[config.mk]
export PLATFORM = sky130hd
export DESIGN_NAME = ufbec_ctrl
export DESIGN_NICKNAME = d
export VERILOG_FILES = /design/src/design/ufbec_ctrl.v /design/src/design/ufbec_ms_tick.v
export VERILOG_INCLUDE_DIRS = /design/src /design/src/design
export SDC_FILE = /design/constraint.sdc
export NUM_CORES = 1
export LEC_CHECK = 0
export BUFFER_PORTS_ARGS = -buffer_cell sky130_fd_sc_hd__buf_4
export CORE_MARGIN = 2
export CORE_UTILIZATION = 29
export CTS_CLUSTER_DIAMETER = 50
export DETAILED_ROUTE_END_ITERATION = 6
export PLACE_DENSITY_LB_ADDON = 0.08
export SLEW_MARGIN = 20
export SYNTH_ARGS = -nofsm -noshare
export SYNTH_HDL_FRONTEND = slang
export SYNTH_SLANG_ARGS = --single-unit
[constraint.sdc]
create_clock -name clk_sys -period 6.4 [get_ports clk_sys]
set_input_delay 1.28 -clock clk_sys [delete_from_list [all_inputs] [get_ports clk_sys]]
set_output_delay 1.28 -clock clk_sys [all_outputs]
set_load 0.02 [all_outputs]
[src/design/ufbec_consts.vh]
// Register offsets, field positions, reset values and timing counts
`ifndef UFBEC_CONSTS_VH
`define UFBEC_CONSTS_VH

// ****************************************
// Register offsets (register port address)
// ****************************************
`define UFBEC_ADDR_W           12
`define UFBEC_OFS_FLOW_MODE    12'h006
`define UFBEC_OFS_RESUME_CHAR  12'h007
`define UFBEC_OFS_PAUSE_CHAR   12'h008
`define UFBEC_OFS_LINE_ERR     12'h009
`define UFBEC_OFS_BREAK_DUR    12'h00a
`define UFBEC_OFS_TURN_DELAY   12'h00b

// ****************************************
// Reset values
// ****************************************
`define UFBEC_RST_RESUME_CHAR  8'h11
`define UFBEC_RST_PAUSE_CHAR   8'h13

// ****************************************
// Field positions and encodings
// ****************************************
`define UFBEC_ERR_BREAK_LIVE   7
`define UFBEC_ERR_OVERRUN      6
`define UFBEC_ERR_PARITY       5
`define UFBEC_ERR_FRAMING      4
`define UFBEC_ERR_BREAK_SEEN   3
`define UFBEC_MODE_SW_FLOW     3'h2
`define UFBEC_MODE_MDROP_RX    3'h3
`define UFBEC_MODE_MDROP_RXTX  3'h4
`define UFBEC_BREAK_FOREVER    16'hffff
`define UFBEC_BREAK_NONE       16'h0000

// ****************************************
// Timing
// ****************************************
`define UFBEC_CLK_HZ           250000000
`define UFBEC_TICK_US          1000
`define UFBEC_TICK_CYCLES      ((`UFBEC_CLK_HZ / 1000000) * `UFBEC_TICK_US)

`endif

[src/design/ufbec_ctrl.v]
// Flow characters, line errors, transmit break timing and turnaround delay
//
// Function
// RULE1: Resume character register, 5-8 bits used, resets to 0x11.
// RULE2: In software flow mode, receiving resume character restarts transmission.
// RULE3: In software flow mode, receiving pause character (reset 0x13) stops transmission.
// RULE4: For 9-bit characters only low eight bits used, ninth bit zero.
// RULE5: In multidrop mode resume register is the unicast address.
// RULE6: In multidrop mode pause register is the multicast address.
// RULE7: Error register accumulates events since last read; read clears them.
// RULE8: Bit 7 shows live break, not cleared by read.
// RULE9: Bit 6 sets on overrun, clears after read.
// RULE10: Bit 5 sets on parity error, clears after read.
// RULE11: Bit 4 sets on missing stop bit, clears after read.
// RULE12: Bit 3 latches a break occurrence, clears after read.
// RULE13: Break duration 0xffff drives break until rewritten.
// RULE14: Other nonzero values give that many ms, counting down each ms.
// RULE15: Writing zero ends any break in progress.
// RULE16: Every break write aborts the old operation and acts at once.
// RULE17: A character being shifted completes before break starts.
// RULE18: Break begins within 1 ms after nonzero write.
// RULE19: Break released within two character times after count reaches zero.
// RULE20: RS-485 direction returns to receive after 0-15 programmed bit times.
// RULE21: Software writes zeros to reserved upper bits.
// RULE22: Software disables UART before writing config registers.
// RULE23: Flow mode 010 enables software flow control.
// RULE24: Mode 011 gates receive by address match; 100 gates both.
// RULE25: While break asserted transmit output held low.
// RULE26: Break millisecond tick comes from a core clock prescaler.
`timescale 1ns/10ps
`include "ufbec_consts.vh"
module ufbec_ctrl #(
  parameter integer TICK_CYCLES = `UFBEC_TICK_CYCLES
) (
  // Clock and reset
  input  wire        clk_sys,
  input  wire        rst,
  // Register port
  input  wire [11:0] reg_addr,
  input  wire        reg_wr,
  input  wire        reg_rd,
  input  wire [15:0] reg_wdata,
  output reg  [15:0] reg_rdata,
  // Framing configuration
  input  wire        nine_bit_mode,
  // Receiver character and error events
  input  wire        rx_char_valid,
  input  wire [8:0]  rx_char,
  input  wire        rx_fifo_full,
  input  wire        rx_parity_err,
  input  wire        rx_framing_err,
  input  wire        rx_break_live,
  // Transmitter status
  input  wire        tx_shifting,
  input  wire        tx_serial_in,
  input  wire        tx_char_done,
  input  wire        tx_active,
  input  wire        bit_tick,
  // Control outputs
  output reg         tx_serial_out,
  output reg         tx_break_active,
  output reg         tx_flow_paused,
  output reg         addr_unicast_hit,
  output reg         addr_multicast_hit,
  output reg         rx_addr_gate,
  output reg         tx_addr_gate,
  output reg         rs485_drive
);

  localparam BRK_IDLE = 2'd0;
  localparam BRK_WAIT = 2'd1;
  localparam BRK_ON   = 2'd2;
  localparam BRK_TAIL = 2'd3;

  reg [2:0]  flow_mode_q;
  reg [7:0]  resume_char_q;
  reg [7:0]  pause_char_q;
  reg [3:0]  err_sticky_q;
  reg [15:0] break_duration_q;
  reg [3:0]  turn_delay_q;
  reg [1:0]  brk_state_q;
  reg [1:0]  tail_chars_q;
  reg [3:0]  turn_cnt_q;
  reg        turn_run_q;
  reg        tx_active_q;
  reg        break_live_q;
  reg [15:0] rdata_d;

  wire       wr_brk = reg_wr && (reg_addr == `UFBEC_OFS_BREAK_DUR);
  wire       rd_err = reg_rd && (reg_addr == `UFBEC_OFS_LINE_ERR);
  wire       ms_tick;
  wire       sw_flow = (flow_mode_q == `UFBEC_MODE_SW_FLOW);
  wire       mdrop = (flow_mode_q == `UFBEC_MODE_MDROP_RX) ||
                     (flow_mode_q == `UFBEC_MODE_MDROP_RXTX);
  wire [3:0] err_new;

  // ****************************************
  // Character compare with 9-bit handling
  // ****************************************
  function match_char;
    input [8:0] rx;
    input [7:0] ref_char;
    input       nine;
    begin
      if (nine)
        match_char = (rx == {1'b0, ref_char}); // [RULE4]
      else
        match_char = (rx[7:0] == ref_char);
    end
  endfunction

  // Restarted on a break write so the first millisecond is timed from the write
  ufbec_ms_tick #(
    .CYCLES (TICK_CYCLES)
  ) u_tick (
    .clk_sys (clk_sys),
    .rst     (rst),
    .restart (wr_brk),
    .tick    (ms_tick) // [RULE26]
  );

  // ****************************************
  // Configuration registers
  // ****************************************
  always @(posedge clk_sys or posedge rst) begin
    if (rst) begin
      flow_mode_q   <= 3'h0;
      resume_char_q <= `UFBEC_RST_RESUME_CHAR; // [RULE1]
      pause_char_q  <= `UFBEC_RST_PAUSE_CHAR; // [RULE3]
      turn_delay_q  <= 4'h0;
    end else if (reg_wr) begin
      case (reg_addr)
        `UFBEC_OFS_FLOW_MODE:   flow_mode_q   <= reg_wdata[2:0]; // [RULE23]
        `UFBEC_OFS_RESUME_CHAR: resume_char_q <= reg_wdata[7:0]; // [RULE1]
        `UFBEC_OFS_PAUSE_CHAR:  pause_char_q  <= reg_wdata[7:0];
        `UFBEC_OFS_TURN_DELAY:  turn_delay_q  <= reg_wdata[3:0]; // [RULE20]
        default: ;
      endcase
    end
  end

  // ****************************************
  // Line error status
  // ****************************************
  // Order: overrun, parity, framing, break seen
  // Break seen on onset only, so a read clears it while the break lasts
  assign err_new = {rx_char_valid && rx_fifo_full, rx_char_valid && rx_parity_err,
                    rx_char_valid && rx_framing_err, rx_break_live && !break_live_q};

  // New event wins over the read clear in the same cycle
  always @(posedge clk_sys or posedge rst) begin
    if (rst) begin
      err_sticky_q <= 4'h0;
      break_live_q <= 1'b0;
    end else begin
      break_live_q <= rx_break_live;
      err_sticky_q <= (rd_err ? 4'h0 : err_sticky_q) | err_new; // [RULE7] [RULE9] [RULE10] [RULE11] [RULE12]
    end
  end

  // ****************************************
  // Flow control and address matching
  // ****************************************
  always @(posedge clk_sys or posedge rst) begin
    if (rst) begin
      tx_flow_paused     <= 1'b0;
      addr_unicast_hit   <= 1'b0;
      addr_multicast_hit <= 1'b0;
      rx_addr_gate       <= 1'b0;
      tx_addr_gate       <= 1'b0;
    end else begin
      if (!sw_flow) begin
        tx_flow_paused <= 1'b0;
      end else if (rx_char_valid) begin
        if (match_char(rx_char, pause_char_q, nine_bit_mode))
          tx_flow_paused <= 1'b1; // [RULE3]
        else if (match_char(rx_char, resume_char_q, nine_bit_mode))
          tx_flow_paused <= 1'b0; // [RULE2]
      end
      // Address characters carry the ninth bit in multidrop
      addr_unicast_hit   <= mdrop && rx_char_valid && rx_char[8] &&
                            (rx_char[7:0] == resume_char_q); // [RULE5]
      addr_multicast_hit <= mdrop && rx_char_valid && rx_char[8] &&
                            (rx_char[7:0] == pause_char_q); // [RULE6]
      rx_addr_gate <= mdrop; // [RULE24]
      tx_addr_gate <= (flow_mode_q == `UFBEC_MODE_MDROP_RXTX); // [RULE24]
    end
  end

  // ****************************************
  // Transmit break sequencer
  // ****************************************
  always @(posedge clk_sys or posedge rst) begin
    if (rst) begin
      break_duration_q <= 16'h0;
      brk_state_q      <= BRK_IDLE;
      tail_chars_q     <= 2'd0;
    end else if (wr_brk) begin
      break_duration_q <= reg_wdata; // [RULE16]
      tail_chars_q     <= 2'd0;
      // A nonzero rewrite during a break keeps the line low with no one-cycle gap
      if (reg_wdata == `UFBEC_BREAK_NONE)
        brk_state_q <= BRK_IDLE; // [RULE15]
      else if (brk_state_q == BRK_ON)
        brk_state_q <= BRK_ON;
      else
        brk_state_q <= BRK_WAIT;
    end else begin
      case (brk_state_q)
        BRK_IDLE: brk_state_q <= BRK_IDLE;
        BRK_WAIT: begin
          if (!tx_shifting)
            brk_state_q <= BRK_ON; // [RULE17] [RULE18]
        end
        BRK_ON: begin
          if (break_duration_q == `UFBEC_BREAK_NONE) begin
            brk_state_q  <= BRK_TAIL;
            tail_chars_q <= 2'd0;
          end else if (ms_tick && break_duration_q != `UFBEC_BREAK_FOREVER) begin
            break_duration_q <= break_duration_q - 16'h1; // [RULE14] [RULE13]
          end
        end
        BRK_TAIL: begin
          // Break released on leaving BRK_ON; state waits here for the next character end before idle
          if (tx_char_done) begin
            if (tail_chars_q == 2'd0)
              brk_state_q <= BRK_IDLE; // [RULE19]
            else
              tail_chars_q <= tail_chars_q - 2'd1;
          end
        end
        default: brk_state_q <= BRK_IDLE;
      endcase
    end
  end

  always @(posedge clk_sys or posedge rst) begin
    if (rst) begin
      tx_break_active <= 1'b0;
      tx_serial_out   <= 1'b1;
    end else begin
      tx_break_active <= (brk_state_q == BRK_ON);
      tx_serial_out   <= (brk_state_q == BRK_ON) ? 1'b0 : tx_serial_in; // [RULE25]
    end
  end

  // ****************************************
  // RS-485 turnaround delay
  // ****************************************
  always @(posedge clk_sys or posedge rst) begin
    if (rst) begin
      tx_active_q <= 1'b0;
      turn_run_q  <= 1'b0;
      turn_cnt_q  <= 4'h0;
      rs485_drive <= 1'b0;
    end else begin
      tx_active_q <= tx_active;
      if (tx_active) begin
        turn_run_q  <= 1'b0;
        rs485_drive <= 1'b1;
      end else if (tx_active_q) begin
        turn_cnt_q <= turn_delay_q;
        if (turn_delay_q == 4'h0) begin
          rs485_drive <= 1'b0;
        end else begin
          turn_run_q <= 1'b1;
        end
      end else if (turn_run_q && bit_tick) begin
        if (turn_cnt_q == 4'h1) begin
          turn_run_q  <= 1'b0;
          rs485_drive <= 1'b0; // [RULE20]
        end
        turn_cnt_q <= turn_cnt_q - 4'h1;
      end
    end
  end

  // ****************************************
  // Read data
  // ****************************************
  always @* begin
    rdata_d = 16'h0;
    case (reg_addr)
      `UFBEC_OFS_FLOW_MODE:   rdata_d = {13'h0, flow_mode_q};
      `UFBEC_OFS_RESUME_CHAR: rdata_d = {8'h0, resume_char_q};
      `UFBEC_OFS_PAUSE_CHAR:  rdata_d = {8'h0, pause_char_q};
      `UFBEC_OFS_LINE_ERR:    rdata_d = {8'h0, rx_break_live, err_sticky_q, 3'h0}; // [RULE8]
      `UFBEC_OFS_BREAK_DUR:   rdata_d = break_duration_q;
      `UFBEC_OFS_TURN_DELAY:  rdata_d = {12'h0, turn_delay_q};
      default:                rdata_d = 16'h0;
    endcase
  end

  always @(posedge clk_sys or posedge rst) begin
    if (rst) begin
      reg_rdata <= 16'h0;
    end else if (reg_rd) begin
      reg_rdata <= rdata_d;
    end
  end

endmodule

[src/design/ufbec_ms_tick.v]
// Millisecond tick prescaler from the core clock
`timescale 1ns/10ps
`include "ufbec_consts.vh"
module ufbec_ms_tick #(
  parameter integer CYCLES = `UFBEC_TICK_CYCLES
) (
  // Clock and reset
  input  wire clk_sys,
  input  wire rst,
  // Restart the period
  input  wire restart,
  // One-cycle tick
  output reg  tick
);

  reg [31:0] cnt_q;

  always @(posedge clk_sys or posedge rst) begin
    if (rst) begin
      cnt_q <= 32'h0;
      tick  <= 1'b0;
    end else if (restart) begin
      cnt_q <= 32'h0;
      tick  <= 1'b0;
    end else if (cnt_q == CYCLES - 1) begin
      cnt_q <= 32'h0;
      tick  <= 1'b1;
    end else begin
      cnt_q <= cnt_q + 32'h1;
      tick  <= 1'b0;
    end
  end

endmodule

==> report_table.html, run 1 <==
<table>
<tr><th>Metric</th><th>Value</th></tr>
<tr><th colspan="2">Timing</th></tr>
<tr><td>Unrepaired setup endpoints after global routing</td><td>false</td></tr>
<tr><td>Final period utilization</td><td>49.97%</td></tr>
<tr><td>Hold Fails Final Rpt</td><td>0</td></tr>
<tr><td>Setup violators final</td><td>0</td></tr>
<tr><td>Worst Hold Margin</td><td>0.5018 ns</td></tr>
<tr><td>Total count of max-transition violations in the final report</td><td>0</td></tr>
<tr><td>Worst-margin pin slew</td><td>just under 1 ns</td></tr>
<tr><td>Maximum achievable frequency</td><td>312.7 MHz</td></tr>
<tr><td>Max_slew headroom</td><td>35.18%</td></tr>
<tr><td>Worst Skew</td><td>0.009805 ns</td></tr>
<tr><td>Post-route setup TNS</td><td>0 ns</td></tr>
<tr><td>Shortest clock period the worst path allows after layout</td><td>3.198 ns</td></tr>
<tr><th colspan="2">Status</th></tr>
<tr><td>Status</td><td>completed</td></tr>
<tr><th colspan="2">Detailed routing</th></tr>
<tr><td>Post-DRT Antenna Nets</td><td>0</td></tr>
<tr><td>Routed wire length per instance</td><td>16.58 um</td></tr>
<tr><td>Remaining routing DRC violations</td><td>0</td></tr>
<tr><td>Total via count in the routed design</td><td>4547</td></tr>
<tr><td>Detailed router's first-iteration violation count</td><td>213</td></tr>
<tr><td>Iteration count of the initial detailed-routing pass</td><td>4</td></tr>
<tr><td>Drt via density</td><td>about 5</td></tr>
<tr><td>Final WL</td><td>15320 um</td></tr>
<tr><th colspan="2">Clock tree</th></tr>
<tr><td>Clock insertion delay at the later pin of the skew report</td><td>0.35 ns</td></tr>
<tr><td>Clk buf depth</td><td>2</td></tr>
<tr><td>Clock tree root driver cell</td><td>clkbuf_16</td></tr>
<tr><td>H-tree levels</td><td>3</td></tr>
<tr><td>Number of hold buffers added after cts</td><td>0</td></tr>
<tr><td>Resized Gates After CTS</td><td>0</td></tr>
<tr><td>TritonCTS clock tree</td><td>built</td></tr>
<tr><td>Number of buffers added by the clock tree synthesis step</td><td>9</td></tr>
<tr><td>TritonCTS sink count</td><td>111</td></tr>
<tr><td>Post-CTS clock slew at the launch and capture registers of the worst setup and hold paths</td><td>0.07 ns</td></tr>
<tr><td>Buffers inserted during post-CTS setup optimization</td><td>0</td></tr>
<tr><th colspan="2">Synthesis</th></tr>
<tr><td>Flop and latch count out of synthesis</td><td>111</td></tr>
<tr><td>Post-synth EDFFs</td><td>0</td></tr>
<tr><td>Synth area leaders</td><td>dfrtp_1, xor2_1, mux2_2</td></tr>
<tr><td>Prevailing post-synth register cell</td><td>dfrtp_1</td></tr>
<tr><td>Syn_nets</td><td>640</td></tr>
<tr><td>Cell accounting for the most synthesized area</td><td>dfrtp_1</td></tr>
<tr><td>Fraction of synthesis flops using an asynchronous set or reset pin</td><td>100.0%</td></tr>
<tr><td>Syn Inst Count</td><td>579</td></tr>
<tr><td>Synthesized cell area</td><td>slightly below 6000 sq um</td></tr>
<tr><td>Most common cell in the synthesized netlist</td><td>dfrtp_1</td></tr>
<tr><td>Synthesized area per cell</td><td>10.15 sq um</td></tr>
<tr><td>Share of the synthesized area in the top cell type</td><td>44.69%</td></tr>
<tr><td>Proportion of synthesized chip area in sequential cells</td><td>47.37%</td></tr>
<tr><td>Number of warnings issued by yosys</td><td>0</td></tr>
<tr><td>Unique cell type count in the Yosys netlist</td><td>58</td></tr>
<tr><td>Leading cell types by count after synthesis</td><td>dfrtp_1, nor2_1, nand2_1</td></tr>
<tr><th colspan="2">Worst hold path</th></tr>
<tr><td>Type of the worst min-delay path</td><td>register to register</td></tr>
<tr><td>Hold path cells</td><td>1</td></tr>
<tr><td>Min-Delay Startpoint</td><td>err_sticky_q[1]$_DFF_PP0_</td></tr>
<tr><td>End point of the worst hold path</td><td>err_sticky_q[1]$_DFF_PP0_</td></tr>
<tr><th colspan="2">Worst setup path</th></tr>
<tr><td>Crit path capture type</td><td>register</td></tr>
<tr><td>Reg-to-reg critical path startpoint</td><td>break_duration_q[0]$_DFFE_PP0P_</td></tr>
<tr><td>WS Path Type</td><td>input port to register</td></tr>
<tr><td>Worst r2r dst</td><td>break_duration_q[1]$_DFFE_PP0P_</td></tr>
<tr><td>Reg2reg setup slack</td><td>roughly 4.0 ns</td></tr>
<tr><td>Launching element type of the critical path</td><td>input port</td></tr>
<tr><td>Biggest fanout along the worst timing path</td><td>31</td></tr>
<tr><td>Reg2reg path depth</td><td>7</td></tr>
<tr><td>Required time at the worst-slack endpoint</td><td>6.61 ns</td></tr>
<tr><td>Critical path arrival</td><td>3.41 ns</td></tr>
<tr><th colspan="2">Power and ir drop</th></tr>
<tr><td>Switching share of total power</td><td>between 20 and 30%</td></tr>
<tr><td>Power density normalized to cell area</td><td>220.4 nW/um^2</td></tr>
<tr><td>Clock group share of total power</td><td>between 30% and 40%</td></tr>
<tr><td>Share of power burned in combinational logic</td><td>11.9%</td></tr>
<tr><td>Cell internal power dissipation</td><td>between 1 and 1.5 mW</td></tr>
<tr><td>Switching power total</td><td>399.6 uW</td></tr>
<tr><td>Part of the total power dissipated in sequential elements</td><td>about 50%</td></tr>
<tr><td>Standby leakage power</td><td>3.064 nW</td></tr>
<tr><td>Peak ir drop on the vdd network</td><td>~120 uV</td></tr>
<tr><th colspan="2">Final layout</th></tr>
<tr><td>Flip-flop and latch area</td><td>2785 sq um</td></tr>
<tr><td>Final cell area excluding filler cells</td><td>7023 sq um</td></tr>
<tr><td>Fraction of final layout cells with drive strength greater than 1</td><td>22.02%</td></tr>
<tr><td>Filler instances</td><td>roughly 2100</td></tr>
<tr><td>Syn-to-layout area delta</td><td>19.45%</td></tr>
<tr><td>Nets</td><td>710</td></tr>
<tr><td>Area of combinational cells with multiple inputs</td><td>2909 sq um</td></tr>
<tr><td>Number of antenna repair diodes</td><td>0</td></tr>
<tr><th colspan="2">GRT</th></tr>
<tr><td>Remaining global-route overflow</td><td>0</td></tr>
<tr><td>GRT Overall Usage</td><td>14.99%</td></tr>
<tr><td>Maximum number of pins on one net before global-route repair</td><td>67</td></tr>
<tr><td>Via count of the first global-routing pass</td><td>4690</td></tr>
<tr><td>First-pass GRT wire length</td><td>25610 um</td></tr>
<tr><td>Number of antenna violations at the first check in global routing</td><td>0</td></tr>
<tr><th colspan="2">Placed design</th></tr>
<tr><td>Port Buffers</td><td>75</td></tr>
<tr><td>Routability congestion estimate from global placement</td><td>just under 0.8</td></tr>
<tr><td>DP HPWL</td><td>11290 um</td></tr>
<tr><td>Area after DPL</td><td>6711 sq um</td></tr>
<tr><th colspan="2">Floorplanning</th></tr>
<tr><td>Number of placement rows</td><td>52</td></tr>
<tr><td>Width of the die</td><td>146.4 um</td></tr>
<tr><td>Placeable core region</td><td>20040 sq um</td></tr>
<tr><td>Boundary pin count</td><td>76</td></tr>
<tr><td>Total die area</td><td>21430 sq um</td></tr>
<tr><td>Die boundary height</td><td>around 150 um</td></tr>
<tr><td>Starting density of the core</td><td>29.34%</td></tr>
<tr><th colspan="2">Flow run</th></tr>
<tr><td>Count of maximum capacitance violations</td><td>0</td></tr>
</table>
[how the worst max path moves through the flow]
stage                      from                           end  depth (start not counted)  slack, ns
CTS                 reg_addr[9]     u_tick.cnt_q[2]$_DFF_PP0_                          6       2.79
finish              reg_addr[9]     u_tick.cnt_q[2]$_DFF_PP0_                          6       3.20
global route        reg_addr[9]     u_tick.cnt_q[2]$_DFF_PP0_                          6       2.99
global placement    reg_addr[9]    u_tick.cnt_q[26]$_DFF_PP0_                          6       2.53
detailed placement  reg_addr[9]     u_tick.cnt_q[2]$_DFF_PP0_                          6       2.42
floorplan                   rst  addr_multicast_hit$_DFF_PP0_                          1       2.20
[routing by layer]
metal / routed length, um / vias to the layer above / GRT usage [%]
met3: 645 / 19 / 2.469
met4: 286 / 0 / 5.097
met2: 6945 / 104 / 23.14
met1: 7445 / 2220 / 21.42
li1: - / 2204 / -
met5: 0 / - / 0
[stage by stage]
step	util (%)	total power, mW	cells	setup slack, ns
after floorplan	-	0.8926	579	2.199
after global placement	33.49	0.9665	908	2.532
after detailed placement	33.49	0.9718	908	2.417
after CTS	35.03	1.576	924	2.789
after global routing	35.05	1.630	924	2.991
final	35.05	1.548	924	3.202
[cells by family (layout without fill, tap and decap cells)]
logic type / count (synthesis) / in the layout / share of synthesized area, %
adders and majority gates: 9 / 9 / 1.915
buffers and inverters: 45 / 120 / 3.192
xor gates and xnor gates: 58 / 58 / 8.640
and+or+nand+nor: 243 / 243 / 23.73
AOI/OAI and AO/OA: 77 / 77 / 8.279
muxes: 36 / 36 / 6.874
DFF: 111 / 111 / 47.37
[power by group through the flow]
stage	Clock [mW]	Combinational, mW	Sequential (mW)
2_1_floorplan	0	0.108	0.784
3_3_place_gp	0	0.183	0.784
3_5_place_dp	0	0.187	0.785
4_1_cts	0.617	0.188	0.771
5_1_grt	0.645	0.208	0.777
6_report	0.593	0.184	0.772
[sequential cells by signal, indices dropped and copies added (netlist names), 2 cells and up]
register	flops
turn_delay_q	4
tail_chars_q	2
brk_state_q	2
reg_rdata	16
u_tick.cnt_q	32
resume_char_q	8
flow_mode_q	3
pause_char_q	8
err_sticky_q	4
break_duration_q	16
turn_cnt_q	4
[area by class of cell]
type | count | area share, %
Multi-Input combinational cell | 423 | 41.42
Sequential cell | 111 | 39.66
Timing Repair Buffer | 77 | 8.231
Tap cell | 270 | 4.810
Clock buffer | 12 | 3.652
Inverter | 27 | 1.479
Clock inverter | 4 | 0.7483
[cells in the final DEF (no fill, tap or decap), types with 10 or more instances in the layout]
cell type	Yosys	final
o21ai_0	21	21
xor2_1	41	41
buf_4	3	77
nor2_1	55	55
nand3_1	23	23
mux2i_1	10	10
nor2b_1	12	12
inv_1	27	26
dfrtp_1	105	105
a21oi_1	16	16
mux2_2	24	24
xnor2_1	17	17
nor4_1	20	20
nand2_1	45	44
nand4_1	21	21
[critical path: stages]
cell     delay [ns]
buf_4          0.12
nor4_4         0.44
nand3_1        0.21
or3_1          0.65
nand2_2        0.58
nor2_1         0.12
Power figures use the tool's default switching activity.
==> inputs of run 2 (changes only) <==
Settings changed: ABC_AREA from default to 1.
Clock period 6.4 ns to 2.6 ns, I/O delays scaled along.
==> run 2 against run 1 <==
Die area rose by 14%. Wire length rose by 30%. Critical path depth rose by 3. Area after synthesis rose by 15%. Critical path type is now register to register. Worst setup slack got worse by 2.5 ns. Combinational power rose to 4.6 times the previous value. Clock power rose to 2.6 times the previous value.
==> report_table.html, run 2 <==
<table>
<tr><th>Metric</th><th>Value</th></tr>
<tr><th colspan="2">Clock tree</th></tr>
<tr><td>Number of buffers added by the clock tree synthesis step</td><td>9</td></tr>
<tr><td>Post-CTS clock slew at the launch and capture registers of the worst setup and hold paths</td><td>0.08 ns</td></tr>
<tr><td>Resized Gates After CTS</td><td>0</td></tr>
<tr><td>Number of hold buffers added after cts</td><td>0</td></tr>
<tr><td>Buffers inserted during post-CTS setup optimization</td><td>0</td></tr>
<tr><td>H-tree levels</td><td>3</td></tr>
<tr><td>Clock tree root driver cell</td><td>clkbuf_16</td></tr>
<tr><td>TritonCTS sink count</td><td>between 100 and 150</td></tr>
<tr><td>TritonCTS clock tree</td><td>built</td></tr>
<tr><td>Clock insertion delay at the later pin of the skew report</td><td>roughly 0.36 ns</td></tr>
<tr><td>Clk buf depth</td><td>2</td></tr>
<tr><th colspan="2">GRT</th></tr>
<tr><td>First-pass GRT wire length</td><td>32510 um</td></tr>
<tr><td>Maximum number of pins on one net before global-route repair</td><td>112</td></tr>
<tr><td>Via count of the first global-routing pass</td><td>6009</td></tr>
<tr><td>Remaining global-route overflow</td><td>0</td></tr>
<tr><td>GRT Overall Usage</td><td>between 10% and 20%</td></tr>
<tr><td>Number of antenna violations at the first check in global routing</td><td>0</td></tr>
<tr><th colspan="2">Detailed routing</th></tr>
<tr><td>Routed wire length per instance</td><td>15.21 um</td></tr>
<tr><td>Remaining routing DRC violations</td><td>0</td></tr>
<tr><td>Final WL</td><td>19850 um</td></tr>
<tr><td>Post-DRT Antenna Nets</td><td>0</td></tr>
<tr><td>Detailed router's first-iteration violation count</td><td>slightly below 400</td></tr>
<tr><td>Total via count in the routed design</td><td>6087</td></tr>
<tr><td>Iteration count of the initial detailed-routing pass</td><td>5</td></tr>
<tr><td>Drt via density</td><td>4.664</td></tr>
<tr><th colspan="2">Placed design</th></tr>
<tr><td>DP HPWL</td><td>between 10000 and 15000 um</td></tr>
<tr><td>Port Buffers</td><td>75</td></tr>
<tr><td>Area after DPL</td><td>between 7000 and 8000 sq um</td></tr>
<tr><td>Routability congestion estimate from global placement</td><td>0.8309</td></tr>
<tr><th colspan="2">Synthesis</th></tr>
<tr><td>Unique cell type count in the Yosys netlist</td><td>38</td></tr>
<tr><td>Synthesized area per cell</td><td>~7.1 sq um</td></tr>
<tr><td>Syn Inst Count</td><td>945</td></tr>
<tr><td>Post-synth EDFFs</td><td>0</td></tr>
<tr><td>Syn_nets</td><td>about 1000</td></tr>
<tr><td>Cell accounting for the most synthesized area</td><td>dfrtp_1</td></tr>
<tr><td>Number of warnings issued by yosys</td><td>0</td></tr>
<tr><td>Most common cell in the synthesized netlist</td><td>nand2_1</td></tr>
<tr><td>Synth area leaders</td><td>dfrtp_1, nand2_1, nor2_1</td></tr>
<tr><td>Prevailing post-synth register cell</td><td>dfrtp_1</td></tr>
<tr><td>Fraction of synthesis flops using an asynchronous set or reset pin</td><td>100.0%</td></tr>
<tr><td>Synthesized cell area</td><td>between 6000 and 7000 sq um</td></tr>
<tr><td>Proportion of synthesized chip area in sequential cells</td><td>41.28%</td></tr>
<tr><td>Share of the synthesized area in the top cell type</td><td>38.94%</td></tr>
<tr><td>Leading cell types by count after synthesis</td><td>nand2_1, nor2_1, dfrtp_1</td></tr>
<tr><td>Flop and latch count out of synthesis</td><td>approximately 110</td></tr>
<tr><th colspan="2">Worst hold path</th></tr>
<tr><td>Type of the worst min-delay path</td><td>input port to asynchronous set/reset pin</td></tr>
<tr><th colspan="2">Timing</th></tr>
<tr><td>Worst-margin pin slew</td><td>0.6778 ns</td></tr>
<tr><td>Post-route setup TNS</td><td>0 ns</td></tr>
<tr><td>Setup violators final</td><td>0</td></tr>
<tr><td>Final period utilization</td><td>72.47%</td></tr>
<tr><td>Shortest clock period the worst path allows after layout</td><td>1.884 ns</td></tr>
<tr><td>Worst Skew</td><td>between 0.009 and 0.01 ns</td></tr>
<tr><td>Total count of max-transition violations in the final report</td><td>0</td></tr>
<tr><td>Hold Fails Final Rpt</td><td>0</td></tr>
<tr><td>Unrepaired setup endpoints after global routing</td><td>false</td></tr>
<tr><td>Max_slew headroom</td><td>54.81%</td></tr>
<tr><td>Maximum achievable frequency</td><td>530.7 MHz</td></tr>
<tr><th colspan="2">Floorplanning</th></tr>
<tr><td>Die boundary height</td><td>156.5 um</td></tr>
<tr><td>Starting density of the core</td><td>between 20% and 30%</td></tr>
<tr><td>Total die area</td><td>24500 sq um</td></tr>
<tr><td>Boundary pin count</td><td>76</td></tr>
<tr><td>Width of the die</td><td>156.5 um</td></tr>
<tr><td>Number of placement rows</td><td>55</td></tr>
<tr><td>Placeable core region</td><td>22710 sq um</td></tr>
<tr><th colspan="2">Final layout</th></tr>
<tr><td>Leading cell types in the layout, fill and taps excluded</td><td>nand2_1, nor2_1, dfrtp_1, nand3_1, inv_1</td></tr>
<tr><td>Final core utilization</td><td>a little over a third</td></tr>
<tr><td>Nets</td><td>1076</td></tr>
<tr><td>Flip-flop count of the largest register after layout</td><td>32</td></tr>
<tr><td>Area of combinational cells with multiple inputs</td><td>3487 sq um</td></tr>
<tr><td>Top Registers</td><td>u_tick.cnt_q (32), break_duration_q (16), reg_rdata (16)</td></tr>
<tr><td>Syn-to-layout area delta</td><td>17.52%</td></tr>
<tr><td>Number of antenna repair diodes</td><td>0</td></tr>
<tr><td>Filler instances</td><td>2496</td></tr>
<tr><td>Fraction of final layout cells with drive strength greater than 1</td><td>13.24%</td></tr>
<tr><td>Flip-flop and latch area</td><td>2785 sq um</td></tr>
<tr><td>Largest register by flop count</td><td>u_tick.cnt_q</td></tr>
<tr><td>Final cell area excluding filler cells</td><td>~8000 sq um</td></tr>
<tr><td>Most common library cell in the layout ignoring fill and taps</td><td>nand2_1</td></tr>
<tr><th colspan="2">Worst setup path</th></tr>
<tr><td>Launching element type of the critical path</td><td>register</td></tr>
<tr><td>Required time at the worst-slack endpoint</td><td>2.85 ns</td></tr>
<tr><td>WS Path Type</td><td>register to register</td></tr>
<tr><td>Crit path capture type</td><td>register</td></tr>
<tr><td>Biggest fanout along the worst timing path</td><td>17</td></tr>
<tr><td>Critical path arrival</td><td>2.14 ns</td></tr>
<tr><th colspan="2">Status</th></tr>
<tr><td>Status</td><td>completed</td></tr>
<tr><th colspan="2">Power and ir drop</th></tr>
<tr><td>Power density normalized to cell area</td><td>551.1 nW/um^2</td></tr>
<tr><td>Peak ir drop on the vdd network</td><td>351.4 uV</td></tr>
<tr><td>Standby leakage power</td><td>3.876 nW</td></tr>
<tr><th colspan="2">Flow run</th></tr>
<tr><td>Count of maximum capacitance violations</td><td>0</td></tr>
</table>
run 2: cell count changes in the layout (fill, tap and decap cells not counted), sizes merged, moves of 10 or more:
cell,delta
nor2b,-12
nand2,+242
inv,+65
mux2i,-10
xor2,-13
nand3,+81
o21ai,+27
mux2,-25
nor2,+102
nor4,-26
run 2: final timing paths:
| kind | slack [ns] | startpoint | endpoint | cells after the start |
|---|---|---|---|---|
| min reg2reg | 0.42 | break_live_q$_DFF_PP0_ | err_sticky_q[0]$_DFF_PP0_ | 1 |
| max reg2reg | 0.72 | break_duration_q[0]$_DFFE_PP0P_ | break_duration_q[7]$_DFFE_PP0P_ | 9 |
| min | 0.28 | rst | turn_cnt_q[2]$_DFFE_PP0P_ | 3 |
| max in group asynchronous | 1.74 | rst | break_duration_q[14]$_DFFE_PP0P_ | 3 |
| max | 0.72 | break_duration_q[0]$_DFFE_PP0P_ | break_duration_q[7]$_DFFE_PP0P_ | 9 |
| min in group clk_sys | 0.28 | rx_break_live | break_live_q$_DFF_PP0_ | 1 |
run 2: layer usage:
metal / part of all wire [%] / vias up / global-route usage (%)
li1: - / 3156 / -
met1: 51 / 2798 / 24.49
met2: 44 / 119 / 26.54
met3: 3.8 / 14 / 2.575
met4: 1.1 / 0 / 3.844
met5: 0 / - / 0
run 2: where the power goes:
part | internal (mW) | leakage (nW) | switching (mW)
logic | 0.310 | 2.38 | 0.539
clock network | 0.859 | 0.158 | 0.714
registers | 1.85 | 1.34 | 0.0995
run 2: area by class of cell:
class	instances	share of cell area, %
Inverter	92	4.402
Multi-Input combinational cell	721	43.97
Timing Repair Buffer	80	7.889
Clock inverter	7	1.278
Clock buffer	9	2.840
Sequential cell	111	35.12
Tap cell	285	4.497
run 2: critical path, cell delays in order (launching register included):
cell,delay (ns)
dfrtp_1,0.44
inv_1,0.12
ha_1,0.21
nand3_2,0.13
inv_1,0.15
nand4_2,0.13
nand2_4,0.23
nand2_4,0.20
nand2_1,0.12
nand2_1,0.05
run 2: cells by family (layout without fill, tap and decap cells):
kind of cell,after synthesis,after routing,synth area share (%)
and+or+nand+nor,597,597,38.74
xor gates and xnor gates,42,42,5.452
AOI/OAI and AO/OA,73,73,5.785
adders and majority gates,9,9,1.669
buffers and inverters,113,188,7.083
DFF,111,111,41.28
run 2: stage by stage:
step           total power [mW]  instances  hold slack, ns  setup slack [ns]
2_1_floorplan             2.560        945          0.3996            0.7414
3_3_place_gp              2.850       1289          0.4055            0.4735
3_5_place_dp              2.844       1289          0.4221            0.4671
4_1_cts                   4.452       1305          0.2698            0.6944
5_1_grt                   4.642       1305          0.2742            0.5225
6_report                  4.370       1305          0.2810            0.7159
